<file path="src/common/asb_regs.vh">
// register offsets, field positions and reset values of the status bank
`ifndef ASB_REGS_VH
`define ASB_REGS_VH

// word addresses
`define ASB_ADDR_ID          6'h00
`define ASB_ADDR_STATUS      6'h01
`define ASB_ADDR_MODE        6'h02
`define ASB_ADDR_CHANNEL3_CONFIGURATION     6'h18
`define ASB_ADDR_CH3_OCAL_HI 6'h19
`define ASB_ADDR_CH3_OCAL_LO 6'h1a
`define ASB_ADDR_CH3_GCAL_HI 6'h1b
`define ASB_ADDR_CH3_GCAL_LO 6'h1c
`define ASB_ADDR_MAP_CRC     6'h3e
`define ASB_ADDR_RSVD_LAST   6'h3f

// reset values
`define ASB_RST_STATUS       16'h0500
`define ASB_RST_MODE         16'h0510
`define ASB_RST_CHANNEL3_CONFIGURATION      16'h0000
`define ASB_RST_CH3_OCAL_HI  16'h0000
`define ASB_RST_CH3_OCAL_LO  16'h0000
`define ASB_RST_CH3_GCAL_HI  16'h8000
`define ASB_RST_CH3_GCAL_LO  16'h0000

// identification word
`define ASB_ID_CHANCNT_MSB   11
`define ASB_ID_CHANCNT_LSB   8
`define ASB_ID_CHANCNT       4'h4

// status word bit positions
`define ASB_ST_LOCK          15
`define ASB_ST_RESYNC        14
`define ASB_ST_MAP_CHG       13
`define ASB_ST_CRC_ERR       12
`define ASB_ST_CRC_TYPE      11
`define ASB_ST_RESET         10
`define ASB_ST_WLEN_MSB      9
`define ASB_ST_WLEN_LSB      8

// mode word bit positions
`define ASB_MD_MAP_CRC_EN    13
`define ASB_MD_RX_CRC_EN     12
`define ASB_MD_CRC_TYPE      11
`define ASB_MD_RESET         10
`define ASB_MD_WLEN_MSB      9
`define ASB_MD_WLEN_LSB      8
`define ASB_MD_TIMEOUT       4
`define ASB_MD_DRSEL_MSB     3
`define ASB_MD_DRSEL_LSB     2
`define ASB_MD_DR_HIZ        1
`define ASB_MD_DR_FMT        0
// bits of the mode word that hold storage, plus bit 10; reserved bits stay zero
`define ASB_MD_WMASK         16'h3f1f

// writable bits of the channel-3 words
`define ASB_CHANNEL3_CONFIGURATION_WMASK    16'hffc7
`define ASB_CAL_LO_WMASK     16'hff00

// sticky flag indices
`define ASB_FL_CHAN0_NEW_DATA_FLAG         0
`define ASB_FL_RESYNC        4
`define ASB_FL_CRC_ERR       5
`define ASB_FL_MAP_CHG       6
`define ASB_FL_RESET         7
`define ASB_NUM_FLAGS        8
// reset values of the flags, index 7 (reset occurred) comes up set
`define ASB_FL_RST_VEC       8'h80

`endif

</file>
<file path="src/logic/asb_reg_bank.v">
// identification, status, mode and channel-3 registers of the converter
//
// Function
// - identification word at address 0 reads channel count four in bits 11:8.
// - read-only status word at address 1, value 0500h after reset.
// - status bit 15 shows interface lock, zero unlocked after reset.
// - status bit 14 sets on each resynchronization, zero after reset.
// - status bit 13 reads one when the register-map checksum changed.
// - status bit 12 reads one after an input frame checksum error.
// - status bit 11 shows checksum polynomial, zero CCITT, one ANSI.
// - status bit 10 reads one after reset, its power-up value.
// - status bits 9:8 give word length, default 01b for 24 bits.
// - status bits 3:0 flag new data for channels 3 to 0.
// - identification word sits at address zero and is read-only.
// - read-write mode word at address 2, reset value 0510h.
// - mode bit 11 selects one checksum type for all checksum uses.
`timescale 1ns/1ps
`include "asb_regs.vh"
module asb_reg_bank #(
    // identification bits 15:12 and 7:0; values are arbitrary
    parameter [3:0] ID_UPPER_NIBBLE = 4'h5,
    parameter [7:0] ID_LOW_BYTE     = 8'h3c
) (
    // clock and reset
    input  wire        ref_clk,
    input  wire        rstn,
    // register word port from the serial framer
    input  wire [5:0]  reg_addr,
    input  wire        reg_rd,
    input  wire        reg_wr,
    input  wire [15:0] reg_wdata,
    output wire [15:0] reg_rdata,
    output wire        reg_rvalid,
    output wire        reg_addr_err,
    // events and levels from the converter core
    input  wire        if_locked,
    input  wire        resync_pulse,
    input  wire        rx_crc_err_pulse,
    input  wire [15:0] map_crc_value,
    input  wire        map_crc_valid,
    input  wire [3:0]  new_data_pulse,
    input  wire [3:0]  data_taken_pulse,
    // mode settings towards the core
    output wire        map_crc_en,
    output wire        rx_crc_en,
    output wire        crc_type_sel,
    output wire [1:0]  word_length_field,
    output wire        timeout_en,
    output wire [1:0]  drdy_source_sel,
    output wire        drdy_hiz_en,
    output wire        drdy_format,
    // channel 3 settings towards the core
    output wire [9:0]  chan3_phase_delay,
    output wire        chan3_dc_block_disable,
    output wire [1:0]  chan3_input_select,
    output wire [23:0] chan3_offset_calibration,
    output wire [23:0] chan3_gain_calibration,
    // status word as seen by the core
    output wire [15:0] status_word
);

    // stored registers
    reg  [15:0] mode_reg;
    reg  [15:0] mode_next;
    reg  [15:0] channel3_configuration_reg;
    reg  [15:0] ch3_ocal_hi_reg;
    reg  [15:0] ch3_ocal_lo_reg;
    reg  [15:0] ch3_gcal_hi_reg;
    reg  [15:0] ch3_gcal_lo_reg;
    reg         lock_reg;
    reg  [15:0] map_crc_reg;
    reg         map_crc_seen_reg;
    reg  [15:0] status_reg;
    reg  [15:0] status_next;

    // read path
    reg  [15:0] rdata_reg;
    reg  [15:0] rdata_next;
    reg         rvalid_reg;
    reg         addr_err_reg;
    reg         addr_err_next;

    // decoded accesses
    reg         hit_mode;
    reg         hit_cfg;
    reg         hit_ocal_hi;
    reg         hit_ocal_lo;
    reg         hit_gcal_hi;
    reg         hit_gcal_lo;
    reg         mapped;

    // flag plumbing
    wire [`ASB_NUM_FLAGS-1:0] flag_set;
    wire [`ASB_NUM_FLAGS-1:0] flag_clr;
    wire [`ASB_NUM_FLAGS-1:0] flag_q;
    wire [15:0]               id_word;
    wire                      status_read;
    wire                      map_crc_changed;

    localparam [`ASB_NUM_FLAGS-1:0] FLAG_RST = `ASB_FL_RST_VEC;

    // identification is built from constants only; writes are ignored
    assign id_word = {ID_UPPER_NIBBLE, `ASB_ID_CHANCNT, ID_LOW_BYTE};

    // address decode; writes and reads share the same decode
    always @* begin
        hit_mode    = 1'b0;
        hit_cfg     = 1'b0;
        hit_ocal_hi = 1'b0;
        hit_ocal_lo = 1'b0;
        hit_gcal_hi = 1'b0;
        hit_gcal_lo = 1'b0;
        mapped      = 1'b1;
        if (reg_addr == `ASB_ADDR_MODE) begin
            hit_mode = 1'b1;
        end else if (reg_addr == `ASB_ADDR_CHANNEL3_CONFIGURATION) begin
            hit_cfg = 1'b1;
        end else if (reg_addr == `ASB_ADDR_CH3_OCAL_HI) begin
            hit_ocal_hi = 1'b1;
        end else if (reg_addr == `ASB_ADDR_CH3_OCAL_LO) begin
            hit_ocal_lo = 1'b1;
        end else if (reg_addr == `ASB_ADDR_CH3_GCAL_HI) begin
            hit_gcal_hi = 1'b1;
        end else if (reg_addr == `ASB_ADDR_CH3_GCAL_LO) begin
            hit_gcal_lo = 1'b1;
        end else if (reg_addr == `ASB_ADDR_ID ||
                     reg_addr == `ASB_ADDR_STATUS ||
                     reg_addr == `ASB_ADDR_MAP_CRC ||
                     reg_addr == `ASB_ADDR_RSVD_LAST) begin
            mapped = 1'b1;
        end else begin
            mapped = 1'b0;
        end
    end

    // read data mux; reserved word and unmapped addresses read zero
    always @* begin
        rdata_next = rdata_reg;
        if (reg_rd) begin
            if (reg_addr == `ASB_ADDR_ID) begin
                rdata_next = id_word;
            end else if (reg_addr == `ASB_ADDR_STATUS) begin
                rdata_next = status_reg;
            end else if (hit_mode) begin
                // bit 10 holds no storage; it shows the reset-occurred flag
                rdata_next = mode_reg;
                rdata_next[`ASB_MD_RESET] = flag_q[`ASB_FL_RESET];
            end else if (hit_cfg) begin
                rdata_next = channel3_configuration_reg;
            end else if (hit_ocal_hi) begin
                rdata_next = ch3_ocal_hi_reg;
            end else if (hit_ocal_lo) begin
                rdata_next = ch3_ocal_lo_reg;
            end else if (hit_gcal_hi) begin
                rdata_next = ch3_gcal_hi_reg;
            end else if (hit_gcal_lo) begin
                rdata_next = ch3_gcal_lo_reg;
            end else if (reg_addr == `ASB_ADDR_MAP_CRC) begin
                rdata_next = map_crc_reg;
            end else begin
                rdata_next = 16'h0000;
            end
        end
    end

    // a write to a read-only word, or any access to a hole, is flagged
    always @* begin
        addr_err_next = 1'b0;
        if ((reg_rd || reg_wr) && !mapped)
            addr_err_next = 1'b1;
        else if (reg_wr && !(hit_mode || hit_cfg || hit_ocal_hi ||
                             hit_ocal_lo || hit_gcal_hi || hit_gcal_lo))
            addr_err_next = 1'b1;
    end

    // mode word; bit 10 is not storage but the reset-occurred flag
    always @* begin
        mode_next = mode_reg;
        if (reg_wr && hit_mode)
            mode_next = reg_wdata & `ASB_MD_WMASK;
        mode_next[`ASB_MD_RESET] = 1'b0;
    end

    assign status_read = reg_rd && (reg_addr == `ASB_ADDR_STATUS);

    // the map checksum only counts as changed while checking is enabled;
    // the first valid value after enabling is taken as the reference
    assign map_crc_changed = map_crc_valid && map_crc_seen_reg &&
                             mode_reg[`ASB_MD_MAP_CRC_EN] &&
                             (map_crc_value != map_crc_reg);

    // sticky flags: new data per channel cleared when the core hands data out, events on a status read, reset flag by a mode write with bit 10 zero
    genvar gi;
    generate
        for (gi = 0; gi < `ASB_NUM_FLAGS; gi = gi + 1) begin : g_flag
            if (gi < 4) begin : g_drdy
                assign flag_set[gi] = new_data_pulse[gi];
                assign flag_clr[gi] = data_taken_pulse[gi];
            end else if (gi == `ASB_FL_RESYNC) begin : g_resync
                assign flag_set[gi] = resync_pulse;
                assign flag_clr[gi] = status_read;
            end else if (gi == `ASB_FL_CRC_ERR) begin : g_crc_err
                // errors only matter while input checking is on
                assign flag_set[gi] = rx_crc_err_pulse &&
                                      mode_reg[`ASB_MD_RX_CRC_EN];
                assign flag_clr[gi] = status_read;
            end else if (gi == `ASB_FL_MAP_CHG) begin : g_map
                assign flag_set[gi] = map_crc_changed;
                assign flag_clr[gi] = status_read;
            end else begin : g_reset
                // only the reset itself sets this flag
                assign flag_set[gi] = 1'b0;
                assign flag_clr[gi] = reg_wr && hit_mode &&
                                      !reg_wdata[`ASB_MD_RESET];
            end
            asb_sticky_flag #(
                .RST_VAL (FLAG_RST[gi])
            ) u_flag (
                .ref_clk   (ref_clk),
                .rstn      (rstn),
                .set_pulse (flag_set[gi]),
                .clr_pulse (flag_clr[gi]),
                .flag      (flag_q[gi])
            );
        end
    endgenerate

    // status word; type and length follow the mode word
    always @* begin
        status_next = 16'h0000;
        status_next[`ASB_ST_LOCK]     = lock_reg;
        status_next[`ASB_ST_RESYNC]   = flag_q[`ASB_FL_RESYNC];
        status_next[`ASB_ST_MAP_CHG]  = flag_q[`ASB_FL_MAP_CHG];
        status_next[`ASB_ST_CRC_ERR]  = flag_q[`ASB_FL_CRC_ERR];
        status_next[`ASB_ST_CRC_TYPE] = mode_reg[`ASB_MD_CRC_TYPE];
        status_next[`ASB_ST_RESET]    = flag_q[`ASB_FL_RESET];
        status_next[`ASB_ST_WLEN_MSB:`ASB_ST_WLEN_LSB] =
            mode_reg[`ASB_MD_WLEN_MSB:`ASB_MD_WLEN_LSB];
        status_next[3:0] = flag_q[3:0];
    end

    // status is registered one cycle behind its sources so that the
    // value read and the value driven to the core always agree
    always @(posedge ref_clk or negedge rstn) begin
        if (!rstn) begin
            status_reg <= `ASB_RST_STATUS;
        end else begin
            status_reg <= status_next;
        end
    end

    // stored words
    always @(posedge ref_clk or negedge rstn) begin
        if (!rstn) begin
            mode_reg        <= `ASB_RST_MODE & `ASB_MD_WMASK;
            channel3_configuration_reg     <= `ASB_RST_CHANNEL3_CONFIGURATION;
            ch3_ocal_hi_reg <= `ASB_RST_CH3_OCAL_HI;
            ch3_ocal_lo_reg <= `ASB_RST_CH3_OCAL_LO;
            ch3_gcal_hi_reg <= `ASB_RST_CH3_GCAL_HI;
            ch3_gcal_lo_reg <= `ASB_RST_CH3_GCAL_LO;
        end else begin
            mode_reg <= mode_next;
            if (reg_wr && hit_cfg)
                channel3_configuration_reg <= reg_wdata & `ASB_CHANNEL3_CONFIGURATION_WMASK;
            if (reg_wr && hit_ocal_hi)
                ch3_ocal_hi_reg <= reg_wdata;
            if (reg_wr && hit_ocal_lo)
                ch3_ocal_lo_reg <= reg_wdata & `ASB_CAL_LO_WMASK;
            if (reg_wr && hit_gcal_hi)
                ch3_gcal_hi_reg <= reg_wdata;
            if (reg_wr && hit_gcal_lo)
                ch3_gcal_lo_reg <= reg_wdata & `ASB_CAL_LO_WMASK;
        end
    end

    // core levels and checksum reference
    always @(posedge ref_clk or negedge rstn) begin
        if (!rstn) begin
            lock_reg         <= 1'b0;
            map_crc_reg      <= 16'h0000;
            map_crc_seen_reg <= 1'b0;
        end else begin
            lock_reg <= if_locked;
            if (!mode_reg[`ASB_MD_MAP_CRC_EN]) begin
                map_crc_seen_reg <= 1'b0;
            end else if (map_crc_valid) begin
                map_crc_reg      <= map_crc_value;
                map_crc_seen_reg <= 1'b1;
            end
        end
    end

    // read answer one cycle after the request
    always @(posedge ref_clk or negedge rstn) begin
        if (!rstn) begin
            rdata_reg    <= 16'h0000;
            rvalid_reg   <= 1'b0;
            addr_err_reg <= 1'b0;
        end else begin
            rdata_reg    <= rdata_next;
            rvalid_reg   <= reg_rd;
            addr_err_reg <= addr_err_next;
        end
    end

    // outputs, all from flip-flops
    assign reg_rdata    = rdata_reg;
    assign reg_rvalid   = rvalid_reg;
    assign reg_addr_err = addr_err_reg;

    // one checksum type governs input, output and map checking
    assign crc_type_sel      = mode_reg[`ASB_MD_CRC_TYPE];
    assign map_crc_en        = mode_reg[`ASB_MD_MAP_CRC_EN];
    assign rx_crc_en         = mode_reg[`ASB_MD_RX_CRC_EN];
    assign word_length_field = mode_reg[`ASB_MD_WLEN_MSB:`ASB_MD_WLEN_LSB];
    assign timeout_en        = mode_reg[`ASB_MD_TIMEOUT];
    assign drdy_source_sel   = mode_reg[`ASB_MD_DRSEL_MSB:`ASB_MD_DRSEL_LSB];
    assign drdy_hiz_en       = mode_reg[`ASB_MD_DR_HIZ];
    assign drdy_format       = mode_reg[`ASB_MD_DR_FMT];

    assign chan3_phase_delay        = channel3_configuration_reg[15:6];
    assign chan3_dc_block_disable   = channel3_configuration_reg[2];
    assign chan3_input_select       = channel3_configuration_reg[1:0];
    assign chan3_offset_calibration = {ch3_ocal_hi_reg, ch3_ocal_lo_reg[15:8]};
    assign chan3_gain_calibration   = {ch3_gcal_hi_reg, ch3_gcal_lo_reg[15:8]};

    assign status_word = status_reg;

endmodule // asb_reg_bank

</file>
<file path="src/logic/asb_sticky_flag.v">
// one sticky status flag: set by a set pulse, cleared by a clear pulse, set wins
`timescale 1ns/1ps
module asb_sticky_flag #(
    parameter RST_VAL = 1'b0
) (
    // clock and reset
    input  wire ref_clk,
    input  wire rstn,
    // control
    input  wire set_pulse,
    input  wire clr_pulse,
    // state
    output wire flag
);

    reg flag_reg;
    reg flag_next;

    // an event arriving in the clearing cycle must not be lost
    always @* begin
        flag_next = flag_reg;
        if (clr_pulse)
            flag_next = 1'b0;
        if (set_pulse)
            flag_next = 1'b1;
    end

    always @(posedge ref_clk or negedge rstn) begin
        if (!rstn)
            flag_reg <= RST_VAL;
        else
            flag_reg <= flag_next;
    end

    assign flag = flag_reg;

endmodule // asb_sticky_flag

</file>
<file path="config.mk">
export PLATFORM = sky130hd
export DESIGN_NAME = asb_reg_bank
export DESIGN_NICKNAME = d
export VERILOG_FILES = /design/src/logic/asb_reg_bank.v /design/src/logic/asb_sticky_flag.v
export VERILOG_INCLUDE_DIRS = /design/src /design/src/common
export SDC_FILE = /design/constraint.sdc
export NUM_CORES = 1
export LEC_CHECK = 0
export BUFFER_PORTS_ARGS = -buffer_cell sky130_fd_sc_hd__buf_4
export CORE_MARGIN = 4
export CORE_UTILIZATION = 30
export DETAILED_ROUTE_END_ITERATION = 16
export REMOVE_ABC_BUFFERS = 1
export SLEW_MARGIN = 20
export SYNTH_ARGS = -nofsm -noshare
export SYNTH_HDL_FRONTEND = slang
export SYNTH_SLANG_ARGS = --single-unit
</file>
<file path="constraint.sdc">
create_clock -name ref_clk -period 1.3 [get_ports ref_clk]
set_input_delay 0 -clock ref_clk [delete_from_list [all_inputs] [get_ports ref_clk]]
set_output_delay 0 -clock ref_clk [all_outputs]
set_load 0.005 [all_outputs]
</file>
## Word-level counts from Yosys, hierarchy flattened

Index checks and enable logic that the tools add are counted.
Widths: inputs -> output; s select.

| word-level totals | value |
|---|---|
| flip-flop bits (word level) | 127 |
| word-level logic and storage cells | 120 |
| bits of input ports | 54 |
| output and inout bits | 105 |

| cells by class | value |
|---|---|
| muxes and demuxes | 53 |
| eq/ne operators | 11 |
| reduce and logical (&&, ||, !) cells | 35 |

Operators with widths:

| kind | number |
|---|---|
| $mux 16 | 9 |
| $mux 1 | 44 |
| $eq 6x5->1 const B | 5 |
| $ne 16x16->1 | 1 |
| $logic_and 1x1->1 | 14 |
| $reduce_bool 2->1 | 7 |
| $eq 6x6->1 const B | 2 |
| $logic_or 1x1->1 | 9 |
| $eq 6x1->1 const B | 1 |
| $eq 6x2->1 const B | 1 |
| $logic_not 6->1 | 1 |
| $logic_not 1->1 | 3 |
| $ne 2x2->1 const B | 1 |
| $reduce_and 2->1 | 1 |

## Logic depth before layout (Yosys ltp)

Gate-level depths: netlist (run 1).

| logic depth | value |
|---|---|
| depth after elaboration | 15 |
| depth in mapped cells | 7 |
| mapped depth without buffers | 4 |

## Hierarchy

Synthesis (run 1) repeated with hierarchy kept, for this count alone.

| unflattened totals | value |
|---|---|
| cell total of the unflattened synthesis | 504 |
| area total of the unflattened synthesis | 6054.6 µm² |

By module, submodules not included:

| module | sequential area each (µm²) | area an instance (µm²) | cells each | instances |
|---|---|---|---|---|
| asb_reg_bank | 2984.1 | 5763.0 | 480 | 1 |
| asb_sticky_flag at g_flag[0].u_flag ... | 25.0 | 36.3 | 3 | 7 |
| asb_sticky_flag at g_flag[7].u_flag | 26.3 | 37.5 | 3 | 1 |

## Least setup slack after synthesis (run 1)

No wires, ideal clock.

| timing path | value |
|---|---|
| path type | input port to flip-flop |
| from | in reg_addr[3] |
| to | reg mode_reg[0] |
| stages on the path | 6 |
| data arrival time | 1.385 ns |
| required time | 1.175 ns |
| path buffers | 2 |
| path slack | -0.210 ns |
| library setup time | 0.125 ns |
| path through | buf_6 -> or4_4 -> nor2_4 -> nand2_1 -> buf_6 -> mux2_4 |

| on the way | value |
|---|---|
| longest elaborated chain between the ends | 3 |

Ends and longest elaborated chain:

| element | line | RTL |
|---|---|---|
| start: declaration | asb_reg_bank.v:28 | `input wire [5:0] reg_addr,` |
| $eq 6x2->1 (no source line) | - |  |
| $mux 1 | asb_reg_bank.v:114 | `` if (reg_addr == `ASB_ADDR_MODE) begin `` |
| $logic_and 1x1->1 | asb_reg_bank.v:179 | `if (reg_wr && hit_mode)` |
| end signal: assignment | asb_reg_bank.v:255 | `` mode_reg <= `ASB_RST_MODE & `ASB_MD_WMASK; `` |
| end signal: assignment | asb_reg_bank.v:262 | `mode_reg <= mode_next;` |
| end: declaration | asb_reg_bank.v:63 | `reg [15:0] mode_reg;` |

No other way between the ends.
A chain may end at the register's enable or synchronous reset.

## Worst setup path after layout (run 1)

| timing path | value |
|---|---|
| from | reg ch3_ocal_lo_reg[9] |
| to | reg rdata_reg[9] (netlist: reg_rdata[9]) |

| on the way | value |
|---|---|
| longest elaborated chain between the ends | 6 |

Ends and longest elaborated chain:

| element | line | RTL |
|---|---|---|
| start: declaration | asb_reg_bank.v:67 | `reg [15:0] ch3_ocal_lo_reg;` |
| start signal: assignment | asb_reg_bank.v:258 | `` ch3_ocal_lo_reg <= `ASB_RST_CH3_OCAL_LO; `` |
| start signal: assignment | asb_reg_bank.v:268 | `` ch3_ocal_lo_reg <= reg_wdata & `ASB_CAL_LO_WMASK; `` |
| $mux 16 | asb_reg_bank.v:152 | `end else if (hit_ocal_lo) begin` |
| $mux 16 | asb_reg_bank.v:150 | `end else if (hit_ocal_hi) begin` |
| $mux 16 | asb_reg_bank.v:148 | `end else if (hit_cfg) begin` |
| $mux 16 | asb_reg_bank.v:144 | `end else if (hit_mode) begin` |
| $mux 16 | asb_reg_bank.v:142 | `` end else if (reg_addr == `ASB_ADDR_STATUS) begin `` |
| $mux 16 | asb_reg_bank.v:140 | `` if (reg_addr == `ASB_ADDR_ID) begin `` |
| end signal: assignment | asb_reg_bank.v:300 | `rdata_reg <= rdata_next;` |
| end: declaration | asb_reg_bank.v:77 | `reg [15:0] rdata_reg;` |

No other way between the ends.

==> results of run 1 <==
## report_power, final
part | internal [uW] | leakage (uW) | total [uW] | switching [uW]
clock network | 2970 | 0.000275 | 4700 | 1730
registers | 4590 | 0.00160 | 5160 | 575
logic | 1640 | 0.00250 | 2700 | 1060
## cell type report
class / count / area (um2) / share of cell area
diodes: 1 / 2.502 / 0.0002680
clock buffers: 23 / 478.0 / 0.05118
clock inverters: 9 / 108.9 / 0.01166
inverters: 12 / 48.80 / 0.005225
multi-input cells: 333 / 2754 / 0.2949
flip-flops and latches: 127 / 3186 / 0.3411
well taps: 265 / 331.6 / 0.03550
repair buffers: 298 / 2430 / 0.2602
## metal layers
metal / global-route usage / vias up / routed length [um]
met5: 0 / - / 0
met4: 0.05855 / 0 / 451
met3: 0.05358 / 38 / 1782
met2: 0.3335 / 272 / 10840
met1: 0.2594 / 2786 / 9413
li1: - / 2468 / -
## layout by cell type (no fill, tap or decap), types with 7 or more instances in the layout
| cell type | n |
|---|---|
| sky130_fd_sc_hd__a21o_1 | 7 |
| sky130_fd_sc_hd__a21oi_1 | 9 |
| sky130_fd_sc_hd__a22oi_1 | 7 |
| sky130_fd_sc_hd__and3_1 | 13 |
| sky130_fd_sc_hd__buf_4 | 245 |
| sky130_fd_sc_hd__clkbuf_16 | 17 |
| sky130_fd_sc_hd__dfrtp_1 | 121 |
| sky130_fd_sc_hd__dlygate4sd3_1 | 47 |
| sky130_fd_sc_hd__inv_1 | 10 |
| sky130_fd_sc_hd__mux2_2 | 78 |
| sky130_fd_sc_hd__mux2_4 | 9 |
| sky130_fd_sc_hd__nand2_1 | 25 |
| sky130_fd_sc_hd__nand3_1 | 11 |
| sky130_fd_sc_hd__nand4_1 | 8 |
| sky130_fd_sc_hd__nor2_1 | 15 |
| sky130_fd_sc_hd__o21ai_0 | 10 |
| sky130_fd_sc_hd__xnor2_1 | 15 |
## worst max-delay path, stage by stage (launching register included)
cell                        delay (ns)
sky130_fd_sc_hd__dfrtp_1          0.39
sky130_fd_sc_hd__nand3b_1         0.21
sky130_fd_sc_hd__a2111oi_4        0.32
sky130_fd_sc_hd__a221oi_2         0.06
sky130_fd_sc_hd__o41a_1           0.31
## worst max-delay path by stage
| stage | from | endpoint | slack [ns] | cells after the start |
|---|---|---|---|---|
| CTS | ch3_ocal_lo_reg[9]$_DFFE_PN0P_ | reg_rdata[9]$_DFFE_PN0P_ | -0.07 | 4 |
| floorplan | reg_addr[3] | mode_reg[0]$_DFFE_PN0P_ | -0.29 | 4 |
| global placement | reg_addr[3] | g_flag[5].u_flag.flag$_DFFE_PN0P_ | -0.28 | 6 |
| detailed placement | reg_addr[3] | reg_rdata[1]$_DFFE_PN0P_ | -0.30 | 7 |
| finish | ch3_ocal_lo_reg[9]$_DFFE_PN0P_ | reg_rdata[9]$_DFFE_PN0P_ | -0.11 | 4 |
| global route | ch3_ocal_lo_reg[9]$_DFFE_PN0P_ | reg_rdata[9]$_DFFE_PN0P_ | -0.17 | 4 |
## through the flow
stage               TNS, ns  instance area, um2
floorplan            -11.63                5904
global placement     -11.29                8188
finish              -0.1786                9339
global route        -0.3289                9339
CTS                 -0.1308                9271
detailed placement   -12.21                8188
## cells by family (layout without fill, tap and decap cells)
group           after synthesis  after routing  synth area share
xor+xnor                     16             16           0.02300
buf+inv                      50            342           0.04005
compound gates              104            104            0.1278
mux                          89             89            0.1696
other cells                   1              5         0.0006156
flops                       127            127            0.5229
simple gates                120            120            0.1160
## timing repair
action	CTS	global route
pin swaps	7	7
endpoints found under the setup margin	4	9
hold buffers	47	0
setup buffers	1	0
gates resized for setup	5	12
endpoints found under the hold margin	225	0
==> flow_results.org, run 1 <==
** Run
- Max-cap violations in this run came to 0.

** Logic synthesis
- Proportion of synthesized chip area in sequential cells :: 0.5229
- Sorting the synthesized cells by area gives the leading types as sky130_fd_sc_hd__dfrtp_1 (50%), sky130_fd_sc_hd__mux2_2 (14%), sky130_fd_sc_hd__dfstp_2 (2.6%), sky130_fd_sc_hd__xnor2_1 (2.3%), sky130_fd_sc_hd__mux2_4 (2.2%).
- Cell with the most instances after synthesis :: sky130_fd_sc_hd__dfrtp_1
- In the synthesized netlist, the number of instances is 507.
- Post-synth design cell area :: 0.006092 mm2
- Synth area leader :: sky130_fd_sc_hd__dfrtp_1
- Counting flops with an async set or reset pin after synthesis yields a share of 1.000.
- Yosys mapped the design onto 69 distinct sky130hd cell types.
- In the synthesized netlist the dominant register cell turns out to be sky130_fd_sc_hd__dfrtp_1.
- Of the post-synthesis cell area, the dominant cell type holds 0.4970.
- Yosys mapped a number of flops with a built-in enable equal to 0.
- In this run, synthesis produced a sequential element count of 127.
- YS warnings :: 0
- After synthesis, the most frequently instantiated cells are sky130_fd_sc_hd__dfrtp_1 (121), sky130_fd_sc_hd__mux2_2 (78), sky130_fd_sc_hd__nand2_1 (25).
- Mean Syn Cell Area :: 12.02 um2

** Route
- In this run, the number of DRC markers left after iteration 0 of detailed routing was 466.
- Post-detailed-route via-to-cell ratio :: 5.210
- Sum of routed wire length over all layers :: 22.49 mm
- In the final routed layout, each cell accounts on average for 21.06 um.
- Across all layers, the routed design uses 5564 vias.
- Drt drc :: 0
- Once detail routing completed, the nets flagged for antenna violations numbered 0.
- First drt pass iteration count :: 5

** Critical path
- Along the worst path, the maximum fanout reaches 2.
- In this run the critical register-to-register path is launched from ch3_ocal_lo_reg[9]$_DFFE_PN0P_.
- By startpoint and endpoint, the worst setup path is classified as reg -> reg.
- In this run the critical register-to-register path is captured at reg_rdata[9]$_DFFE_PN0P_.
- STA puts the critical path data arrival time at 1.70 ns.
- STA classifies the critical path endpoint as a flop.
- The worst setup path is launched from a flop.
- Setup slack on the worst reg-to-reg path comes out at -0.11 ns.
- Worst reg2reg path depth :: 4
- Required time worst endpoint :: 1.59 ns

** Status
- The final reports fail on negative setup slack.
- Result of the run :: finished with violations

** GRT
- Global-route wire length before repair :: 34.33 mm
- The number of antenna violations at the first check in global routing was 1.
- Overflow left after global routing :: 0
- Via count of the first global-routing pass :: 5842
- For this run, the total global-route usage over all layers was measured as 0.2013.
- Entering global routing, the biggest net connects 52 pins.

** Timing
- Hold Slack :: 0.04167 ns
- Max-slew violation total from the final report :: 0
- Final-report hold violation count :: 0
- For the finished layout, the period the worst path requires is 1.414 ns.
- Setup clock skew after layout :: 0.008012 ns
- Highest achievable clock rate :: 707.0 MHz
- Setup violations remaining at the end of the flow were counted as 3.
- Once routing completed, OpenROAD measured the worst setup slack at -0.1144 ns.
- In the finished design, the share of the clock period the worst path needs comes to 1.088.
- Setup repair after global routing could not meet its margin everywhere.

** Floorplan
- Horizontal extent of the die :: 150.5 um
- Row count :: 51
- The die is 150.5 um tall.
- Initial Util :: 0.3090
- The die covers 0.02265 mm2.
- Placeable Area :: 0.01972 mm2
- I/O pin cnt :: 159

** Final layout
- Finished Layout Cells :: 1068
- Share of post-route cells with drive strength above 1 :: 0.4925
- At the end of the flow the core is filled with cells to 0.4736.
- NumNets Final :: 843
- Fillers :: 1797
- The area growth from synthesis to layout is 53.30%.

** Hold path
- For hold timing, the worst endpoint is reg_addr_err$_DFF_PN0_.
- The path class of the tightest hold or removal check is in -> reg.
- Hold path cells :: 3
- Startpoint of the tightest hold check path :: reg_wr

** Power
- The analysis attributes to cell leakage a power of 0.004376 uW.
- Max rail drop VDD :: 971.1 uV
- Overall power consumption after layout is estimated at 12570 uW.
- Power spread over the standard cell area amounts to 1346 mW/mm2.

** Place
- # port buffers :: 154
- Worst setup timing slack at the placement stage :: -0.3020 ns
- Placer congestion estimate :: 0.8942
- Summed over all nets, the half-perimeter wirelength after detailed placement is 16.78 mm.
- Placed Instances :: 987

** CTS
- CTS tree :: yes
- Clock-pin slew reported for the worst setup and hold paths after clock tree synthesis :: 0.05 ns
- Clock tree synthesis selected as its root buffer the cell sky130_fd_sc_hd__clkbuf_16.
- Total number of H-tree levels :: 4
- Clock Latency Late Sink :: 0.42 ns
- Maximum count of clock buffers along a single path :: 2
- Number of sinks on the clock net :: 127
- TritonCTS created 17 clock buffers.
Note: power is estimated with default switching activity, not from simulation.
==> run 2, diff against run 1 <==
--- a/config.mk
+++ b/config.mk
@@ -7,9 +7,13 @@
 export NUM_CORES = 1
 export LEC_CHECK = 0
 export BUFFER_PORTS_ARGS = -buffer_cell sky130_fd_sc_hd__buf_4
+export CELL_PAD_IN_SITES_DETAIL_PLACEMENT = 0
+export CELL_PAD_IN_SITES_GLOBAL_PLACEMENT = 1
+export CORE_ASPECT_RATIO = 1.1
 export CORE_MARGIN = 4
 export CORE_UTILIZATION = 30
 export DETAILED_ROUTE_END_ITERATION = 16
+export PLACE_DENSITY_LB_ADDON = 0.1
 export REMOVE_ABC_BUFFERS = 1
 export SLEW_MARGIN = 20
 export SYNTH_ARGS = -nofsm -noshare
==> flow_results.org, run 2 (synthesis gave the netlist of run 1 again) <==
** CTS
- The H-tree was split into 4 levels.
- CTS tree :: yes
- Clock-pin slew was measured on the worst setup and hold paths at 0.06 ns.
- For the worst-skew pair, the clock arrives at the later sink with an insertion delay of 0.42 ns.
- In this run the deepest clock path goes through 2 buffers.
- CTS Buf Count :: 17
- Number of sinks on the clock net :: 127
- In this run the clock root is driven by a sky130_fd_sc_hd__clkbuf_16.

** Status
- The flow ran to the end, but the final reports show violations.
- The final reports fail on negative setup slack.

** Timing
- For the final routed database, the setup TNS stands at -0.2781 ns.
- Derived from the worst setup path, the maximum achievable clock frequency is 712.2 MHz.
- The number of max-slew violations in the final report is 0.
- Across the routed clock network, the largest skew measured is 0.008066 ns.
- Setup violations remaining at the end of the flow were counted as 4.
- Time the worst path needs with I/O delays and setup :: 1.404 ns
- Slack of the critical path :: -0.1042 ns
- Share of the clock period used by the worst path :: 1.080
- Setup repair after global routing could not meet its margin everywhere.
- Hold Slack :: 0.1253 ns
- The hold violation total from the final report is 0.

** GRT
- The number of antenna violations at the first check in global routing is 0.
- The number of global-route vias before repair came to 5558.
- Largest net degree at the start of global routing :: 67
- Global-route wire length before repair :: 33.91 mm
- Tot GR Track Use :: 0.2014
- Overflow left after global routing :: 0

** Final layout
- The library cell used most frequently in the layout, excluding fill and tap cells, is sky130_fd_sc_hd__buf_4.
- Most frequent cells in the layout :: sky130_fd_sc_hd__buf_4 (263), sky130_fd_sc_hd__dfrtp_1 (119), sky130_fd_sc_hd__mux2_2 (78), sky130_fd_sc_hd__dlygate4sd3_1 (46), sky130_fd_sc_hd__nand2_1 (25)
- NumNets Final :: 864
- Area growth syn-to-layout :: 58.12%
- Fillers :: 1870
- Of the cells placed in the final design, the portion with a size suffix greater than 1 is 0.5164.
- The number of antenna diodes in the final layout is 0.
- Final core area utilization :: 0.4833

** Run
- Max Cap Violations :: 0

** Power
- Leakage :: 0.004561 uW
- Max rail drop VDD :: 890.9 uV
- Overall power after layout :: 13620 uW
- Power density relative to cell area :: 1414 mW/mm2

** Critical path
- For this design, the slowest cell found on the critical path is sky130_fd_sc_hd__dfrtp_1.
- Crit path max fanout :: 2
- For this run, the slowest stage of the critical path takes 0.38 ns.
- The number of buffers and inverters on the critical path is 0.
- Worst EP arrival :: 1.70 ns
- The worst setup path is of the reg -> reg kind.
- The worst setup path is captured at a flop.
- Kind of cell with the highest combined delay on the critical path :: compound AO/OA/AOI/OAI gates
- For the worst setup path, the data required time is 1.59 ns.
- Traced cell by cell, the critical path runs through nand3b_1 -> a2111oi_4 -> a221oi_2 -> o41a_1.
- STA classifies the critical path startpoint as a flop.

** Route
- For this run, design rule violations remaining after detail routing come to 0.
- In this run the remaining antenna-violating nets after routing total 0.
- Routed wire per std cell :: 20.92 um
- First drt pass iteration count :: 4
- Total number of vias :: 5359
- After detailed routing, the number of vias per cell comes to 4.985.
- The final layout contains routed wiring with a total length of 22.49 mm.
- In this run, the number of DRC markers left after iteration 0 of detailed routing was 398.

** Floorplan
- The die is 143.9 um wide.
- For this design the top-level I/O count stands at 159.
- Measured along the y axis, the die boundary spans 157.5 um.
- Initial Util :: 0.3056
- Placeable Area :: 0.01993 mm2
- Row count :: 54
- The die covers 0.02265 mm2.

** Hold path
- The worst hold path belongs to the class in -> async.

** Place
- Input and output buffers added on the ports amount to 154.
- Prior to clock tree synthesis, the placed netlist has a worst setup slack of -0.3318 ns.
- Placer congestion estimate :: 0.8442
- The wire-length estimate of the detail-placed layout is 17.36 mm.
## run 2: layer usage
metal / global-route usage / vias up / wire length (um)
li1: - / 2510 / -
met1: 0.2694 / 2661 / 9783
met2: 0.3388 / 170 / 11250
met3: 0.03434 / 18 / 1187
met4: 0.05202 / 0 / 268
met5: 0 / - / 0
## run 2: area by class of cell
class	count	area (um2)	area share
Clock inverter	15	251.5	0.02611
Multi-Input combinational cell	333	2790	0.2896
Inverter	12	45.04	0.004676
Sequential cell	127	3188	0.3310
Tap cell	252	315.3	0.03273
Timing Repair Buffer	319	2618	0.2717
Clock buffer	17	425.4	0.04416
## run 2: stage by stage
stage / instance area, um2 / std cells
global route: 9633 / 1075
finish: 9633 / 1075
global placement: 8362 / 996
detailed placement: 8362 / 996
CTS: 9574 / 1075
floorplan: 5904 / 472
## run 2: worst reg2reg max path, delay by kind of cell (launching register included)
kind / cells / cell delay, ns
flops: 1 / 0.38
compound gates: 3 / 0.70
simple gates: 1 / 0.20
## run 2: final timing paths
path,from,endpoint,slack (ns),cells past startpoint
min in group ref_clk,reg_addr[5],reg_rdata[11]$_DFFE_PN0P_,0.14,5
max in group asynchronous,rstn,mode_reg[4]$_DFFE_PN1P_,0.80,3
min reg2reg,lock_reg$_DFF_PN0_,status_word[15]$_DFF_PN0_,0.35,0
min,rstn,reg_rdata[10]$_DFFE_PN0P_,0.13,3
max reg2reg,ch3_ocal_lo_reg[9]$_DFFE_PN0P_,reg_rdata[9]$_DFFE_PN0P_,-0.10,4
max,ch3_ocal_lo_reg[9]$_DFFE_PN0P_,reg_rdata[9]$_DFFE_PN0P_,-0.10,4
## run 2: power breakdown
part	leakage, uW	internal (uW)	switching (uW)
registers	0.00160	4590	555
clock network	0.000333	3630	1910
logic	0.00263	1820	1110
## run 2: repair_timing
| item | 4_1_cts | 5_1_grt |
|---|---|---|
| hold buffers | 46 | 0 |
| pin swaps | 9 | 12 |
| gates cloned | 0 | 0 |
| resized for setup | 16 | 12 |
| setup endpoints to repair | 6 | 13 |
| endpoints found under the hold margin | 225 | 0 |
| setup buffers | 1 | 0 |
==> run 3, diff against run 2 <==
--- a/config.mk
+++ b/config.mk
@@ -13,6 +13,7 @@
 export CORE_MARGIN = 4
 export CORE_UTILIZATION = 30
 export DETAILED_ROUTE_END_ITERATION = 16
+export MAX_ROUTING_LAYER = met4
 export PLACE_DENSITY_LB_ADDON = 0.1
 export REMOVE_ABC_BUFFERS = 1
 export SLEW_MARGIN = 20
==> flow_results.org, run 3 (synthesis gave the netlist of run 1 again) <==
** Final layout
- Finished Cell Area :: 0.009584 mm2
- Leading cell type in the layout, fill and taps excluded :: sky130_fd_sc_hd__buf_4
- NumNets Final :: 866
- Compared with the post-synthesis result, the final layout area differs by 57.32%.
- Final core area utilization :: 0.4809
- Diode count :: 0
- Once layout is complete, the cells apart from fillers number 1077.
- In the final layout, the share of cells above drive strength 1 is 0.5200.
- In the layout the commonest cells are sky130_fd_sc_hd__buf_4 (268), sky130_fd_sc_hd__dfrtp_1 (119), sky130_fd_sc_hd__mux2_2 (78), sky130_fd_sc_hd__dlygate4sd3_1 (46), sky130_fd_sc_hd__nand2_1 (25).
- Fillers :: 1849
- Across the whole layout, storage elements account for 0.003188 mm2.
- Area of the multi-input gates :: 0.002790 mm2

** GRT
- Overflow left after global routing :: 0
- The number of antenna violations at the first check in global routing came to 0.
- The first global-routing pass estimated 34.46 mm of wire.
- Tot GR Track Use :: 0.2108
- The number of global-route vias before repair came to 5689.
- Largest net degree at the start of global routing :: 67

** Timing
- In the post-route analysis, the smallest setup slack over all paths is -0.08129 ns.
- Time the worst path needs with I/O delays and setup :: 1.381 ns
- Max-slew violation total from the final report :: 0
- Share of the clock period used by the worst path :: 1.063
- Final-report hold violation count :: 0
- Setup violations remaining at the end of the flow were counted as 3.
- RSZ-0062 raised after global routing :: true
- Final setup TNS :: -0.1956 ns
- Highest achievable clock rate :: 724.0 MHz
- Setup clock skew after layout :: 0.01385 ns

** Critical path
- The slowest stage of the critical path belongs to the cell sky130_fd_sc_hd__dfrtp_1.
- The largest single stage delay on the critical path is 0.39 ns.
- The worst setup path is captured at a flop.
- STA puts the critical path data arrival time at 1.67 ns.
- Crit path max fanout :: 2
- STA puts the critical path data required time at 1.59 ns.
- Crit start category :: flop
- The signal on the critical path passes through nand3b_1 -> a2111oi_4 -> buf_4 -> a221o_1 -> a31oi_1.
- The critical path is of the reg -> reg type.

** CTS
- Total number of H-tree levels :: 4
- Maximum count of clock buffers along a single path :: 2
- CTS Buf Count :: 17
- Number of sinks on the clock net :: 127
- CTS tree :: yes
- Clock-pin slew reported for the worst setup and hold paths after clock tree synthesis :: 0.06 ns
- At the later pin of the worst-skew pair, clock insertion delay measures 0.42 ns.
- CTS placed an instance of sky130_fd_sc_hd__clkbuf_16 at the clock tree root.

** Run
- Max-cap violations in this run came to 0.

** Power
- Max rail drop VDD :: 938.8 uV
- In this run the power density over the cells is 1384 mW/mm2.
- Leakage :: 0.004523 uW
- After layout, the design draws a total of 13260 uW.

** Floorplan
- In this run the core area contains 54 standard-cell rows.
- The region available for standard cell placement spans 0.01993 mm2.
- I/O pin cnt :: 159
- The floorplan step set the die width to 143.9 um.
- Die area :: 0.02265 mm2
- Vertical extent of the die :: 157.5 um
- For this configuration, the core starts out at a cell density of 0.3056.

** Place
- The congestion estimate from routability-driven global placement came to 0.8643.
- Detailed placement ended at an HPWL of 17.63 mm.
- Input and output buffers added on the ports amount to 154.
- Once placement finished, the instance area stood at 0.008357 mm2.
- Placed Instances :: 997

** Route
- The routed design has 23.00 mm of wire.
- Before antenna repair, the detailed router went through 5 iterations.
- Once detail routing completed, the nets flagged for antenna violations numbered 0.
- The routed layout has 5493 vias.
- In the routed design, unresolved DRC markers number 0.
- Routed wire per std cell :: 21.36 um
- Iteration-0 DRC Markers :: 293
- Post-detailed-route via-to-cell ratio :: 5.100

** Status
- Violated checks :: negative setup slack
- The flow ran to the end, but the final reports show violations.

** Hold path
- HP Class :: in -> async
[run 3: changes by cell type in the layout (fill, tap and decap cells not counted), moves of 2 or more]
cell                         delta
sky130_fd_sc_hd__buf_4          +5
sky130_fd_sc_hd__clkinvlp_4     +4
sky130_fd_sc_hd__buf_6          -2
sky130_fd_sc_hd__bufinv_16      -2
sky130_fd_sc_hd__inv_6          -2
sky130_fd_sc_hd__nor3_2         +2
[run 3: final timing paths]
path / startpoint / cells past startpoint / slack (ns) / to
worst min-delay path: rstn / 3 / 0.13 / channel3_configuration_reg[10]$_DFFE_PN0P_
worst max register to register: ch3_ocal_lo_reg[13]$_DFFE_PN0P_ / 5 / -0.08 / reg_rdata[13]$_DFFE_PN0P_
worst max-delay path: ch3_ocal_lo_reg[13]$_DFFE_PN0P_ / 5 / -0.08 / reg_rdata[13]$_DFFE_PN0P_
worst min register to register: lock_reg$_DFF_PN0_ / 0 / 0.36 / status_word[15]$_DFF_PN0_
min in group ref_clk: reg_addr[2] / 5 / 0.13 / reg_rdata[11]$_DFFE_PN0P_
max in group asynchronous: rstn / 3 / 0.78 / mode_reg[4]$_DFFE_PN1P_
[run 3: per-layer routing]
metal,track usage,share of wire
met1,0.2779,0.45
met2,0.3406,0.50
met3,0.03494,0.042
met4,0.05112,0.011
met5,-,0
[run 3: critical path: cells and delay by family (launching register included)]
family	cells	cell delay, ns
flops	1	0.39
compound gates	3	0.50
simple gates	1	0.21
buf+inv	1	0.16
[run 3: area by class of cell]
cell class                      count  area share
Inverter                           12    0.004700
Sequential cell                   127      0.3326
Tap cell                          252     0.03290
Multi-Input combinational cell    333      0.2911
Clock buffer                       17     0.04439
Clock inverter                     15     0.02167
Timing Repair Buffer              321      0.2726
[run 3: what timing repair did]
action | in CTS | in global routing
endpoints found under the setup margin | 6 | 9
setup buffers | 2 | 0
endpoints found under the hold margin | 225 | 0
hold buffers | 46 | 0
pin swaps | 6 | 10
resized for setup | 12 | 15
[run 3: power by group]
part	internal [uW]	switching (uW)	total, uW
registers	4590	551	5140
clock network	3230	1930	5170
logic	1810	1140	2950
[run 3: through the flow]
stage                     setup WS, ns  hold slack, ns
after floorplan                -0.2896         -0.2956
after global placement         -0.2931         0.04245
after detailed placement       -0.3002         0.04387
after CTS                     -0.07212          0.1070
after global routing           -0.1802          0.1390
final                         -0.08129          0.1273
